$ cat src/hw/pvr_pkg.sv
// Package for the vendor management register bank of a 10/100 transceiver.
// Assumes a management register port of 5-bit address, 16-bit data.
package pvr_pkg;
  // Register addresses
  localparam logic [4:0] PVR_ADDR_EXT_CTRL = 5'h0d;
  localparam logic [4:0] PVR_ADDR_EXT_DATA = 5'h0e;
  localparam logic [4:0] PVR_ADDR_EXP_RX = 5'h18;
  localparam logic [4:0] PVR_ADDR_INT = 5'h1b;
  localparam logic [4:0] PVR_ADDR_CABLE = 5'h1d;
  localparam logic [4:0] PVR_ADDR_PHY1 = 5'h1e;
  localparam logic [4:0] PVR_ADDR_PHY2 = 5'h1f;
  // Reset values
  localparam logic [15:0] PVR_EXP_RX_RST = 16'h0801;
  localparam logic [15:0] PVR_PHY2_RST = 16'h8100;
  localparam logic [15:0] PVR_ZERO16 = 16'h0000;
  // Field positions
  localparam int PVR_EXP_LATENCY_BIT = 10;
  localparam int PVR_EXP_PREAMBLE_BIT = 6;
  localparam int PVR_CAB_EN_BIT = 15;
  localparam int PVR_PHY1_ISO_BIT = 3;
  localparam int PVR_P2_XALG_BIT = 15;
  localparam int PVR_P2_MDIX_BIT = 14;
  localparam int PVR_P2_SWAPDIS_BIT = 13;
  localparam int PVR_P2_FORCE_BIT = 11;
  localparam int PVR_P2_PSAVE_BIT = 10;
  localparam int PVR_P2_INTLVL_BIT = 9;
  localparam int PVR_P2_JABEN_BIT = 8;
  localparam int PVR_P2_REFCLK_BIT = 7;
  localparam int PVR_P2_LED_LO = 4;
  localparam int PVR_P2_TXDIS_BIT = 3;
  localparam int PVR_P2_RLOOP_BIT = 2;
  localparam int PVR_P2_SQE_BIT = 1;
  localparam int PVR_P2_SCRDIS_BIT = 0;
  // Writable masks (reserved RO bits stay zero)
  localparam logic [15:0] PVR_CAB_WMASK = 16'h0e00;
  localparam logic [15:0] PVR_PHY1_WMASK = 16'h0008;
  // Extended space operation codes
  typedef enum logic [1:0] {
    PVR_OP_ADDR = 2'h0,
    PVR_OP_DATA = 2'h1,
    PVR_OP_INC_RW = 2'h2,
    PVR_OP_INC_WR = 2'h3
  } pvr_op_t;
  // Management access request
  typedef struct packed {
    logic wr;
    logic rd;
    logic [4:0] addr;
    logic [15:0] wdata;
  } pvr_req_t;
  // Status from the PHY core
  typedef struct packed {
    logic [7:0] events;
    logic link_up;
    logic pol_rev;
    logic mdix_state;
    logic energy;
    logic [2:0] op_mode;
    logic cab_done;
    logic [1:0] cab_result;
    logic cab_short;
    logic [8:0] cab_dist;
  } pvr_stat_t;
  // Controls to the PHY core
  typedef struct packed {
    logic rx_var_latency;
    logic rx_preamble_restore;
    logic cab_start;
    logic isolate;
    logic xalg_std;
    logic mdix_sel;
    logic swap_dis;
    logic force_link;
    logic power_save;
    logic jabber_en;
    logic refclk_50;
    logic [1:0] led_mode;
    logic tx_dis;
    logic remote_loop;
    logic sqe_en;
    logic scr_dis;
  } pvr_ctrl_t;
endpackage

$ cat src/hw/pvr_regs.sv
// Vendor management register bank with extended-space portal.
// Assumes management frames are decoded upstream into one-cycle strobes.
// Summary of operation
// RULE1 - Latency bit selects variable or fixed latency
// RULE2 - Every 100M preamble byte reaches interface
// RULE3 - 10M preamble stripped unless restore bit set
// RULE4 - Eight interrupt enables in upper byte, reset zero
// RULE5 - Eight event flags, read-only, cleared on read
// RULE6 - Interrupt asserts on enabled set flag
// RULE7 - Polarity bit sets interrupt pin level
// RULE8 - Diagnostic enable bit self-clears on completion
// RULE9 - Cable result code and short-cable flag
// RULE10 - Link, polarity, crossover, energy status bits
// RULE11 - Isolate bit places PHY in isolate
// RULE12 - Three-bit operating mode report
// RULE13 - Swap disable plus select fixes pair roles
// RULE14 - Crossover algorithm select, default standard
// RULE15 - Force link bypasses link control
// RULE16 - Jabber counter enable, power saving enable
// RULE17 - Reference clock select for crystal input
// RULE18 - Two-bit indicator mode field
// RULE19 - Transmit, loopback, SQE, scrambler controls
// RULE20 - Portal reaches 32 devices of 64K registers
// RULE21 - Operation field selects data portal behaviour
// RULE22 - Op zero accesses address, else data
// RULE23 - Manager sets address then data operation
module pvr_regs
  import pvr_pkg::*;
(
  input wire logic clock,
  input wire logic arst_n,
  input wire pvr_req_t req,
  input wire pvr_stat_t stat,
  output logic [15:0] rdata,
  output pvr_ctrl_t ctrl,
  output logic irq_pin,
  output logic ext_wr,
  output logic ext_rd,
  output logic [4:0] ext_dev,
  output logic [15:0] ext_addr,
  output logic [15:0] ext_wdata,
  input wire logic [15:0] ext_rdata,
  output logic transmit_pair_is_rx,
  output logic first_indicator_output,
  output logic second_indicator_output,
  input wire logic speed_100,
  input wire logic activity
);

  // Register state and next values
  logic [15:0] ectl_q, ectl_d;
  logic [15:0] eaddr_q, eaddr_d;
  logic [15:0] eaddr_hold_q, eaddr_hold_d;
  logic [4:0] edev_q, edev_d;
  logic [15:0] exp_q, exp_d;
  logic [7:0] ien_q, ien_d;
  logic [7:0] iflag_q, iflag_d;
  logic irq_q, irq_d;
  logic [15:0] cab_q, cab_d;
  logic [15:0] phy1_q, phy1_d;
  logic [15:0] phy2_q, phy2_d;
  logic [15:0] rdata_d;
  logic ewr_q, ewr_d;
  logic erd_q, erd_d;
  logic [15:0] ewdata_q, ewdata_d;
  logic pair_q, pair_d;
  logic first_indicator_output_q, first_indicator_output_d;
  logic second_indicator_output_q, second_indicator_output_d;
  // Decoded portal mode and per-register strobes
  pvr_op_t op;
  logic data_mode;
  logic post_inc;
  logic wr_ctrl;
  logic wr_data;
  logic wr_exp;
  logic wr_int;
  logic wr_cab;
  logic wr_phy1;
  logic wr_phy2;
  logic rd_data;
  logic rd_int;

  // Operation field and write or read hits, by address
  assign op = pvr_op_t'(ectl_q[15:14]);
  assign data_mode = (op != PVR_OP_ADDR);
  assign wr_ctrl = req.wr && (req.addr == PVR_ADDR_EXT_CTRL);
  assign wr_data = req.wr && (req.addr == PVR_ADDR_EXT_DATA);
  assign wr_exp = req.wr && (req.addr == PVR_ADDR_EXP_RX);
  assign wr_int = req.wr && (req.addr == PVR_ADDR_INT);
  assign wr_cab = req.wr && (req.addr == PVR_ADDR_CABLE);
  assign wr_phy1 = req.wr && (req.addr == PVR_ADDR_PHY1);
  assign wr_phy2 = req.wr && (req.addr == PVR_ADDR_PHY2);
  assign rd_data = req.rd && (req.addr == PVR_ADDR_EXT_DATA);
  assign rd_int = req.rd && (req.addr == PVR_ADDR_INT);

  // Portal: control word, register address and post-increment
  always_comb begin
    ectl_d = ectl_q;
    eaddr_d = eaddr_q;
    post_inc = 1'b0;
    if (wr_ctrl) begin
      ectl_d = req.wdata; // see RULE20
    end
    if (wr_data && !data_mode) begin
      eaddr_d = req.wdata; // see RULE22
    end
    // Writes step in both increment modes, reads in one only
    if (wr_data && (op == PVR_OP_INC_RW || op == PVR_OP_INC_WR)) begin
      post_inc = 1'b1; // see RULE21
    end
    if (rd_data && op == PVR_OP_INC_RW) begin
      post_inc = 1'b1; // see RULE21
    end
    if (post_inc) begin
      eaddr_d = eaddr_q + 16'h0001;
    end
  end

  // Strobes carry the address from before any post-increment
  always_comb begin
    eaddr_hold_d = eaddr_q;
    edev_d = ectl_q[4:0]; // see RULE20
  end

  // Receive options
  always_comb begin
    exp_d = exp_q;
    if (wr_exp) begin
      exp_d = req.wdata; // see RULE1
    end
  end

  // Interrupt enables, event flags and pin level
  always_comb begin
    ien_d = ien_q;
    iflag_d = iflag_q | stat.events; // see RULE5
    if (wr_int) begin
      ien_d = req.wdata[15:8]; // see RULE4
    end
    // A read clears; an event in the read cycle survives
    if (rd_int) begin
      iflag_d = stat.events; // see RULE5
    end
    // Pin follows the next flags, so it deasserts with the read
    irq_d = ~(|(iflag_d & ien_d)); // see RULE6
    if (phy2_d[PVR_P2_INTLVL_BIT]) begin
      irq_d = |(iflag_d & ien_d); // see RULE7
    end
  end

  // Diagnostic enable clears itself when the core reports done
  always_comb begin
    cab_d = cab_q;
    if (cab_q[PVR_CAB_EN_BIT] && stat.cab_done) begin
      cab_d[PVR_CAB_EN_BIT] = 1'b0; // see RULE8
    end
    // Only the spare bits take written values; a written one sets the start bit
    if (wr_cab) begin
      cab_d = (cab_d & ~PVR_CAB_WMASK) | (req.wdata & PVR_CAB_WMASK);
      if (req.wdata[PVR_CAB_EN_BIT]) begin
        cab_d[PVR_CAB_EN_BIT] = 1'b1; // see RULE8
      end
    end
  end

  // First control register: only the isolate bit is writable
  always_comb begin
    phy1_d = phy1_q;
    if (wr_phy1) begin
      phy1_d = req.wdata & PVR_PHY1_WMASK; // see RULE11
    end
  end

  // Second control register: every bit writable
  always_comb begin
    phy2_d = phy2_q;
    if (wr_phy2) begin
      phy2_d = req.wdata; // see RULE13
    end
  end

  // Extended space strobes, only in a data operation
  always_comb begin
    ewr_d = wr_data && data_mode; // see RULE22
    erd_d = rd_data && data_mode; // see RULE22
    ewdata_d = ewdata_q;
    if (ewr_d) begin
      ewdata_d = req.wdata;
    end
  end

  // Pair roles: fixed when auto crossover off, else core decides
  always_comb begin
    if (phy2_d[PVR_P2_SWAPDIS_BIT]) begin
      pair_d = phy2_d[PVR_P2_MDIX_BIT]; // see RULE13
    end else begin
      pair_d = stat.mdix_state;
    end
  end

  // Indicator functions per mode field; spare codes act as zero
  always_comb begin
    if (phy2_d[PVR_P2_LED_LO +: 2] == 2'b01) begin
      second_indicator_output_d = activity; // see RULE18
      first_indicator_output_d = stat.link_up;
    end else begin
      second_indicator_output_d = speed_100; // see RULE18
      first_indicator_output_d = stat.link_up & ~activity;
    end
  end

  // Read data, decoded by address; unmapped reads as zero
  always_comb begin
    rdata_d = PVR_ZERO16;
    if (req.rd) begin
      if (req.addr == PVR_ADDR_EXT_CTRL) begin
        rdata_d = ectl_q;
      end else if (req.addr == PVR_ADDR_EXT_DATA) begin
        if (!data_mode) begin
          rdata_d = eaddr_q; // see RULE22
        end else begin
          rdata_d = ext_rdata; // see RULE22
        end
      end else if (req.addr == PVR_ADDR_EXP_RX) begin
        rdata_d = exp_q;
      end else if (req.addr == PVR_ADDR_INT) begin
        rdata_d = {ien_q, iflag_q}; // see RULE5
      end else if (req.addr == PVR_ADDR_CABLE) begin
        rdata_d = {cab_q[PVR_CAB_EN_BIT], stat.cab_result, stat.cab_short,
                   cab_q[11:9], stat.cab_dist}; // see RULE9
      end else if (req.addr == PVR_ADDR_PHY1) begin
        rdata_d = {6'h00, 1'b0, stat.link_up, stat.pol_rev, 1'b0,
                   stat.mdix_state, stat.energy, phy1_q[PVR_PHY1_ISO_BIT],
                   stat.op_mode}; // see RULE10, see RULE12
      end else if (req.addr == PVR_ADDR_PHY2) begin
        rdata_d = phy2_q;
      end
    end
  end

  // Portal registers and the address latched for the strobes
  always_ff @(posedge clock or negedge arst_n) begin
    if (!arst_n) begin
      ectl_q <= PVR_ZERO16;
      eaddr_q <= PVR_ZERO16;
      eaddr_hold_q <= PVR_ZERO16;
      edev_q <= 5'h00;
    end else begin
      ectl_q <= ectl_d;
      eaddr_q <= eaddr_d;
      eaddr_hold_q <= eaddr_hold_d;
      edev_q <= edev_d;
    end
  end

  // Receive options register
  always_ff @(posedge clock or negedge arst_n) begin
    if (!arst_n) begin
      exp_q <= PVR_EXP_RX_RST;
    end else begin
      exp_q <= exp_d;
    end
  end

  // Interrupt state; pin idles high under the low-active default
  always_ff @(posedge clock or negedge arst_n) begin
    if (!arst_n) begin
      ien_q <= 8'h00;
      iflag_q <= 8'h00;
      irq_q <= 1'b1;
    end else begin
      ien_q <= ien_d;
      iflag_q <= iflag_d;
      irq_q <= irq_d;
    end
  end

  // Diagnostic register
  always_ff @(posedge clock or negedge arst_n) begin
    if (!arst_n) begin
      cab_q <= PVR_ZERO16;
    end else begin
      cab_q <= cab_d;
    end
  end

  // First control register
  always_ff @(posedge clock or negedge arst_n) begin
    if (!arst_n) begin
      phy1_q <= PVR_ZERO16;
    end else begin
      phy1_q <= phy1_d;
    end
  end

  // Second control register
  always_ff @(posedge clock or negedge arst_n) begin
    if (!arst_n) begin
      phy2_q <= PVR_PHY2_RST;
    end else begin
      phy2_q <= phy2_d;
    end
  end

  // Read data, standing one cycle after the request
  always_ff @(posedge clock or negedge arst_n) begin
    if (!arst_n) begin
      rdata <= PVR_ZERO16;
    end else begin
      rdata <= rdata_d;
    end
  end

  // Extended space strobes and write data
  always_ff @(posedge clock or negedge arst_n) begin
    if (!arst_n) begin
      ewr_q <= 1'b0;
      erd_q <= 1'b0;
      ewdata_q <= PVR_ZERO16;
    end else begin
      ewr_q <= ewr_d;
      erd_q <= erd_d;
      ewdata_q <= ewdata_d;
    end
  end

  // Pair role pin
  always_ff @(posedge clock or negedge arst_n) begin
    if (!arst_n) begin
      pair_q <= 1'b0;
    end else begin
      pair_q <= pair_d;
    end
  end

  // Indicator pins
  always_ff @(posedge clock or negedge arst_n) begin
    if (!arst_n) begin
      first_indicator_output_q <= 1'b0;
      second_indicator_output_q <= 1'b0;
    end else begin
      first_indicator_output_q <= first_indicator_output_d;
      second_indicator_output_q <= second_indicator_output_d;
    end
  end

  // Pins straight from their flip-flops
  assign irq_pin = irq_q;
  assign ext_wr = ewr_q;
  assign ext_rd = erd_q;
  assign ext_dev = edev_q;
  assign ext_addr = eaddr_hold_q;
  assign ext_wdata = ewdata_q;
  assign transmit_pair_is_rx = pair_q;
  assign first_indicator_output = first_indicator_output_q;
  assign second_indicator_output = second_indicator_output_q;

  // Control fields as flip-flop outputs
  assign ctrl.rx_var_latency = exp_q[PVR_EXP_LATENCY_BIT]; // see RULE1, see RULE2
  assign ctrl.rx_preamble_restore = exp_q[PVR_EXP_PREAMBLE_BIT]; // see RULE3
  assign ctrl.cab_start = cab_q[PVR_CAB_EN_BIT]; // see RULE8
  assign ctrl.isolate = phy1_q[PVR_PHY1_ISO_BIT]; // see RULE11
  assign ctrl.xalg_std = phy2_q[PVR_P2_XALG_BIT]; // see RULE14
  assign ctrl.mdix_sel = phy2_q[PVR_P2_MDIX_BIT];
  assign ctrl.swap_dis = phy2_q[PVR_P2_SWAPDIS_BIT];
  assign ctrl.force_link = phy2_q[PVR_P2_FORCE_BIT]; // see RULE15
  assign ctrl.power_save = phy2_q[PVR_P2_PSAVE_BIT]; // see RULE16
  assign ctrl.jabber_en = phy2_q[PVR_P2_JABEN_BIT]; // see RULE16
  assign ctrl.refclk_50 = phy2_q[PVR_P2_REFCLK_BIT]; // see RULE17
  assign ctrl.led_mode = phy2_q[PVR_P2_LED_LO +: 2];
  assign ctrl.tx_dis = phy2_q[PVR_P2_TXDIS_BIT]; // see RULE19
  assign ctrl.remote_loop = phy2_q[PVR_P2_RLOOP_BIT]; // see RULE19
  assign ctrl.sqe_en = phy2_q[PVR_P2_SQE_BIT]; // see RULE19
  assign ctrl.scr_dis = phy2_q[PVR_P2_SCRDIS_BIT]; // see RULE19

endmodule

$ cat config.mk
export PLATFORM = sky130hd
export DESIGN_NAME = pvr_regs
export DESIGN_NICKNAME = d
export VERILOG_FILES = /design/src/hw/pvr_pkg.sv /design/src/hw/pvr_regs.sv
export SDC_FILE = /design/constraint.sdc
export NUM_CORES = 1
export LEC_CHECK = 0
export CAP_MARGIN = 10
export CELL_PAD_IN_SITES_DETAIL_PLACEMENT = 1
export CELL_PAD_IN_SITES_GLOBAL_PLACEMENT = 2
export CORE_UTILIZATION = 35
export CTS_CLUSTER_DIAMETER = 80
export DETAILED_ROUTE_END_ITERATION = 8
export DONT_BUFFER_PORTS = 1
export GPL_ROUTABILITY_DRIVEN = 0
export GPL_TIMING_DRIVEN = 0
export PLACE_DENSITY_LB_ADDON = 0.1
export SLEW_MARGIN = 20
export SYNTH_ARGS = -nofsm -noshare
export SYNTH_HDL_FRONTEND = slang
export SYNTH_SLANG_ARGS = --single-unit
$ cat constraint.sdc
create_clock -name clock -period 6 [get_ports clock]
set_clock_uncertainty 0.05 [all_clocks]
set_input_delay 1.2 -clock clock [delete_from_list [all_inputs] [get_ports clock]]
set_output_delay 1.2 -clock clock [all_outputs]
set_load 0.02 [all_outputs]
Yosys cells after proc, flatten, opt, wreduce, memory -nomap -nowiden
Index checks and enable logic that the tools add are counted.
{"block": "op_classes", "addsub": 1, "eq_ne": 10, "n_reduce_logical": 20, "n_mux": 23, "n_bitwise": 6}
{"op": "two-way mux 16 bit", "count": 12}
{"op": "== test 5 bit (second input constant)", "count": 5}
{"op": "adder 16 x 1 -> 16 bit (second input constant)", "count": 1}
{"op": "two-way mux 8 bit", "count": 2}
{"op": "OR 16 x 12 -> 16 bit", "count": 1}
{"op": "logical AND 1 bit", "count": 15}
{"op": "two-way mux 15 bit", "count": 1}
{"op": "== test 5 x 4 -> 1 bit (second input constant)", "count": 2}
{"op": "bitwise AND 8 bit", "count": 1}
{"op": "two-way mux 1 bit", "count": 8}
{"op": "OR 8 bit", "count": 1}
{"op": "OR reduction 8 bit", "count": 1}
{"op": "== test 2 bit (second input constant)", "count": 2}
{"op": "nonzero test 2 bit", "count": 2}
{"op": "== test 2 x 1 -> 1 bit (second input constant)", "count": 1}
{"op": "NOT 1 bit", "count": 2}
{"op": "bitwise AND 1 bit", "count": 1}
{"op": "zero test 1 bit", "count": 1}
{"op": "logical OR 1 bit", "count": 1}
{"block": "totals", "word_cells": 80, "inputBits": 71, "register_bits": 156, "out_inout_bits": 76}

Logic depth before layout (Yosys ltp)
Gate-level depths: netlist of the first run.
{"block": "depth", "word_depth": 9, "depth_mapped": 9, "ltp_nobuf": 7}

Worst setup path after synthesis of the first run
No wires, ideal clock.
{"block": "synth_timing", "path_type": "input -> register", "start": "in req[22] in the netlist's numbering", "end": "reg irq_q, in the netlist irq_pin", "required_time_ns": 5.875, "n_path_buf": 1, "path_stages": 7, "arrival_time_ns": 2.845, "setup_time_ns": 0.075, "slack_ns": 3.030, "path_cell_list": "buf_2 -> nand3_1 -> nor2_1 -> mux2_2 -> a2111o_1 -> and4b_1 -> xor2_1"}
{"block": "synth_between", "elab_chain_len": 6, "word_cells_on_any_way": 8, "cone_classes": "3 x mux; 2 x bitwise; 3 x reduce/logical"}
{"element": "from (decl)", "line_no": "pvr_regs.sv:32", "source": "input wire pvr_req_t req,"}
{"element": "logical AND 1 bit *", "line_no": "pvr_regs.sv:89", "source": "assign wr_int = req.wr && (req.addr == PVR_ADDR_INT);"}
{"element": "two-way mux 8 bit *", "line_no": "pvr_regs.sv:137", "source": "if (wr_int) begin"}
{"element": "named net ien_d[3]", "line_no": "pvr_regs.sv:56", "source": "logic [7:0] ien_q, ien_d;"}
{"element": "bitwise AND 8 bit *", "line_no": "pvr_regs.sv:145, pvr_regs.sv:147"}
{"element": "OR reduction 8 bit *", "line_no": "pvr_regs.sv:145, pvr_regs.sv:147"}
{"element": "NOT 1 bit", "line_no": "pvr_regs.sv:145", "source": "irq_d = ~(|(iflag_d & ien_d));"}
{"element": "two-way mux 1 bit *", "line_no": "pvr_regs.sv:146", "source": "if (phy2_d[PVR_P2_INTLVL_BIT]) begin"}
{"element": "named net irq_d", "line_no": "pvr_regs.sv:58", "source": "logic irq_q, irq_d;"}
{"element": "to (signal assigned)", "line_no": "pvr_regs.sv:274", "source": "irq_q <= irq_d;"}
{"element": "to (decl)", "line_no": "pvr_regs.sv:58"}
Mark *: on every way through the listed nets, which the timed path passes. The rest lies on a longest branch.
A chain may end at the register's enable or synchronous reset.

Final worst setup path of the first run
Ends and elaborated chain as after synthesis.

==> flow_metrics.tcl, run 1 <==
set metrics [dict create \
    initial_utilization_pct 35.8 \
    synthArstFlopShare_pct 100 \
    postCtsHoldBufs 0 \
    wl_per_cell_microns 24.0 \
    cp_max_fo 7 \
    track_usage_pct 22.9 \
    synth_compound_area_share_pct 15.6 \
    status "complete, but fails checks" \
    synthMostInstantiatedCell "dfrtp_1" \
    dpl.hpwl_microns 15000 \
    wirelength_microns 20600 \
    clock-root-buffer "clkbuf_16" \
    clk_path_buf_depth 2 \
    route.detailed.drc 14 \
    rows 49 \
    critical_path.cell_chain "buf_2, nand3_1, nor2_1, mux2_2, a2111o_1, and4b_1, xor2_1" \
    synth_fa_ha_area_share_pct 0.193 \
    ys_seq_elements 144 \
    power_density_nw_per_um2 373 \
    yosys.area.top_type "dfrtp_1" \
    max_stage_delay_ns 0.49 \
    startpoint "req[22]" \
    cts_setup_buffers 0 \
    synth_area_leaders "dfrtp_1 54%, mux2_2 10%, nand2_1 5.7%, a21oi_1 3.6%, o21ai_0 2.5%" \
    power_mw 2.74 \
    rr_startpoint "ectl_q[15]" \
    diodes 0 \
    antenna_found_initial 0 \
    synth_xor_area_share_pct 0.135 \
    finalCritPeriodShare_pct 50.2 \
    tns_ns 0 \
    coreArea_sq_um 18100 \
    dpl_cell_area_sq_um 6770 \
    ios 147 \
    slew_viol_final 0 \
    max-vdd-ir-drop_mv 0.195 \
    start_kind "primary input" \
    io_buffers 0 \
    cpMaxStageDelayCell "nor2_1" \
    whs_ns 0.352 \
    worst-path-stages 7 \
    finalSetupViolCount 0 \
    worst-slew-pin-transition_ns 0.797 \
    synthCells 596 \
    cts_tree "built" \
    clk-insertion-delay-late_ns 0.42 \
    syn-cell-area_sq_um 6480 \
    placedCellCount 825 \
    critical_path_class "primary input to flip-flop" \
    clk_pin_slew_ns 0.06 \
    reg2reg_depth 6 \
    grt_pass1_wl_microns 32400 \
    yosys-top-cells-count "139 x dfrtp_1, 99 x nand2_1, 59 x mux2_2" \
    drtAntennaViolNets 0 \
    vias_per_cell 5.57 \
    crit_buf_inv 1 \
    synth_top_family_by_area "compound AO/OA/AOI/OAI gates" \
    period_minus_slack_ns 3.01 \
    endpoint_kind "flip-flop" \
    final_util_pct 40.7 \
    instances_no_fill 857 \
    grt_max_degree 145 \
    htreeDepth 4 \
    ys_seq_area_share_pct 55.7 \
    hold_viol_final 0 \
    die_x_microns 138 \
    vias 4773 \
    cts_buffers 17 \
    grt_pass1_vias 5200 \
    muxShareOfSynthArea_pct 11.6 \
    syn2layout_area_growth_pct 13.5 \
    layout_setup_ws_ns 2.99 \
    fmax_ghz 0.332 \
    maxSlewHeadroom_pct 46.8 \
    dp_worst_setup_slack_ns 2.55 \
    critPathTopFamily "simple AND/OR/NAND/NOR gates" \
    dieArea_sq_um 19100 \
    synth_edf_count 0 \
    layout-drive-gt1-share_pct 20.4 \
    drt_iter0_markers 329 \
    cts_sinks 144 \
    max_cap_viol_count 0 \
    grt_overflow 0 \
    synth_area_per_cell_sq_um 10.9 \
    synth_nets 668 \
    cp.arrival_ns 3.31 \
    yosys_warnings 0 \
    required_ns 6.30 \
    violations "design-rule violations" \
    layout.nets 687 \
    power.leakage_nw 3.33 \
    synth_top_cell_area_share_pct 53.6 \
    rsz0062_at_grt "false" \
    hold_depth 0 \
    netlist-cell-type-count 54 \
    ys.flop_type "dfrtp_1" \
    min-delay-start "ectl_q[0]" \
    drt_pre_antenna_iters 9 \
    final_cell_area_sq_um 7360 \
    yosys.area_share.simple_pct 12.3 \
    die_h_microns 138 \
    post_cts_resized 0 \
    min_path_type "flip-flop to flip-flop" \
]
==> state kept, by name (all words and copies together), names as in the netlist <==
signal,count
ext_dev,5
phy2_q,16
rdata,16
iflag_q,8
ien_q,8
cab_q,4
exp_q,16
irq_pin,1
phy1_q,1
ext_wr,1
first_indicator_output,1
ext_rd,1
ext_addr,16
eaddr_hold_d,16
ext_wdata,16
ectl_q,16
second_indicator_output,1
transmit_pair_is_rx,1
==> where the power goes <==
| part | switching, mW | internal [mW] |
|---|---|---|
| Sequential | 0.209 | 1.15 |
| Combinational | 0.169 | 0.161 |
| Clock | 0.415 | 0.644 |
==> logic make-up after synthesis <==
family,Yosys count
and+or+nand+nor,172
AOI/OAI and AO/OA,154
DFF,144
muxes,68
buffers and inverters,56
xor gates and xnor gates,1
adders and majority gates,1
==> layout by cell type, fill, tap and decap left out, drive strengths merged, types with 7 or more instances in the layout <==
cell       n
o22a       8
mux2      59
buf       29
o21ai     33
mux2i      9
nand2    100
a221oi     7
a21boi     7
clkbuf    40
and2       7
nand3     12
o2bb2ai    7
and3       7
a222oi     9
a21oi     46
nor2      22
dfrtp    139
inv        9
==> final timing paths <==
check / to / slack (ns)
max in group asynchronous: phy2_q[15] / 5.19
min reg2reg: ext_dev[0] / 0.35
min: ext_dev[0] / 0.35
min in group asynchronous: eaddr_hold_d[9] / 0.42
max: irq_pin / 2.99
max reg2reg: eaddr_hold_d[7] / 3.54
==> area by class of cell <==
cell class | instances | area [sq um]
fillers | 1976 | 10700
flip-flops and latches | 144 | 3610
clock buffers | 23 | 478
multi-input cells | 396 | 2590
inverters | 10 | 37.5
well taps | 229 | 287
clock inverters | 9 | 108
plain buffers | 46 | 250
==> routing by layer <==
metal  vias up  part of all wire (%)  global-route usage [%]  routed length, microns
li1       2170                     -                       -                       -
met1      2446                    46                    30.5                    9430
met2       133                    47                    36.6                    9710
met3        24                   5.3                    5.92                    1090
met4         0                   1.7                    7.57                     351
met5         -                     0                       0                       0
Power figures use the tool's default switching activity.
==> inputs of run 2 (changes only) <==
Settings changed: ABC_AREA set to 1, CORE_UTILIZATION 35 to 33.
Clock period 6 ns to 2.6 ns, I/O delays scaled along.
==> flow_metrics.tcl, run 2 <==
set metrics [dict create \
    status "complete, but fails checks" \
    violations "negative hold slack" \
    cts_sinks 144 \
    finalCritPeriodShare_pct 87.3 \
    die_h_microns 144 \
    initial_utilization_pct 34.0 \
    hold_viol_final 144 \
    critical_path_class "flip-flop to flip-flop" \
    fillers 2415 \
    ff_latch_area_sq_um 3610 \
    fmax_ghz 0.441 \
    drt_pre_antenna_iters 4 \
    track_usage_pct 23.1 \
    htreeDepth 4 \
    coreArea_sq_um 19700 \
    syn-cell-area_sq_um 6690 \
    dieArea_sq_um 20800 \
    whs_ns -0.267 \
    start_kind "flip-flop" \
    max_cap_viol_count 0 \
    slew_viol_final 0 \
    dp_worst_setup_slack_ns 0.311 \
    diodes 0 \
    max-vdd-ir-drop_mv 0.486 \
    cp_max_fo 10 \
    io_buffers 0 \
    maxSlewHeadroom_pct 63.0 \
    cts_buffers 17 \
    cts_setup_buffers 0 \
    synth_edf_count 0 \
    cts_tree "built" \
    critical_path.cell_chain "nor2_1, inv_2, buf_2, clkbuf_1, o21ai_0, a21oi_1, a21oi_1" \
    layout_setup_ws_ns 0.330 \
    power.leakage_nw 3.72 \
    grt_max_degree 145 \
    ys.flop_type "dfrtp_1" \
    ys_seq_elements 144 \
    rsz0062_at_grt "false" \
    drtAntennaViolNets 0 \
    multi_input_area_sq_um 2540 \
    netlist-cell-type-count 36 \
    clock-root-buffer "clkbuf_16" \
    worst-slew-pin-transition_ns 0.555 \
    wl_per_cell_microns 20.5 \
    vias 5650 \
    grt_pass1_wl_microns 34800 \
    post_cts_resized 0 \
    syn2layout_area_growth_pct 15.0 \
    min_path_type "primary input to asynchronous set/reset pin" \
    finalSetupViolCount 0 \
    rows 51 \
    die_x_microns 144 \
    required_ns 2.88 \
    synth_nets 886 \
    clk-insertion-delay-late_ns 0.43 \
    vias_per_cell 5.09 \
    endpoint_kind "flip-flop" \
    clk_path_buf_depth 2 \
    dpl_cell_area_sq_um 7020 \
    synth_area_leaders "dfrtp_1 52%, nand2_1 16%, o21ai_0 7.3%, inv_1 3.4%, a21oi_1 2.5%" \
    max_stage_delay_ns 0.44 \
    final_cell_mix "286 x nand2_1, 139 x dfrtp_1, 97 x o21ai_0" \
    synth_area_per_cell_sq_um 8.22 \
    ios 147 \
    grt_pass1_vias 5858 \
    synth_top_cell_area_share_pct 52.0 \
    crit_top_cell "a21oi_1" \
    yosys_warnings 0 \
    grt_overflow 0 \
    final_cell_area_sq_um 7690 \
    wirelength_microns 22700 \
    synthCells 814 \
    layout.nets 905 \
    synthArstFlopShare_pct 100 \
    yosys.area.top_type "dfrtp_1" \
    final_common_cell "nand2_1" \
    cpMaxStageDelayCell "nor2_1" \
    power_density_nw_per_um2 884 \
    antenna_found_initial 0 \
    ys_seq_area_share_pct 54.0 \
    drt_iter0_markers 199 \
    dpl.hpwl_microns 17200 \
    layout-drive-gt1-share_pct 11.3 \
    tns_ns 0 \
    synthMostInstantiatedCell "nand2_1" \
    period_minus_slack_ns 2.27 \
    cp.arrival_ns 2.55 \
    yosys-top-cells-count "286 x nand2_1, 139 x dfrtp_1, 97 x o21ai_0" \
    clk_pin_slew_ns 0.06 \
    route.detailed.drc 0 \
]
-- run 2: critical path: cells and delay by family (launching register included) --
kind                   cells  cell delay (ns)
AO/OA/AOI/OAI              3             0.72
AND/OR/NAND/NOR            1             0.44
buffers and inverters      3             0.55
flip-flops                 1             0.42
-- run 2: metrics by stage --
step / total power, mW / instances / util [%] / hold WS, ns
6_report: 6.80 / 1111 / 39.1 / -0.267
5_1_grt: 7.11 / 1111 / 39.1 / -0.291
4_1_cts: 6.85 / 1111 / 39.1 / -0.282
3_5_place_dp: 4.01 / 1079 / 35.7 / 0.179
3_3_place_gp: 3.97 / 1079 / 35.7 / 0.179
2_1_floorplan: 3.69 / 814 / - / 0.174
-- run 2: cells by family after synthesis --
kind of cell,count (synthesis),synth area share (%)
simple gates,393,25.2
fa+ha+maj,1,0.187
buf+inv,117,7.99
compound gates,155,12.2
xor+xnor,4,0.524
flops,144,54.0
-- run 2: final cells by class --
cell class	instances	share of cell area [%]
Sequential cell	144	46.9
Multi-Input combinational cell	553	33.1
Clock buffer	23	6.08
Tap cell	265	4.31
Buffer	47	3.50
Inverter	70	3.45
Clock inverter	9	2.67
-- run 2: worst paths after layout --
check,start,to,slack [ns],cells after the start
worst max-delay path,ectl_q[15],rdata[8],0.33,7
worst min-delay path,arst_n,ext_addr[2],-0.27,0
worst max register to register,ectl_q[15],rdata[8],0.33,7
worst min register to register,ectl_q[0],ext_dev[0],0.36,0
max in group asynchronous,arst_n,phy2_q[15],2.49,0
min in group clock,activity,first_indicator_output,0.12,1
-- run 2: power breakdown --
part | total [mW] | switching [mW] | internal (mW)
Clock | 2.83 | 0.977 | 1.86
Sequential | 3.13 | 0.491 | 2.64
Combinational | 0.837 | 0.544 | 0.293
Total | 6.80 | 2.01 | 4.78
-- run 2: layer usage --
layer	wire length, microns	global-route usage, %	vias up	part of all wire [%]
li1	-	-	2649	-
met1	9890	29.7	2801	44
met2	11100	38.1	171	49
met3	1380	5.56	29	6.1
met4	380	7.15	0	1.7
met5	0	0	-	0
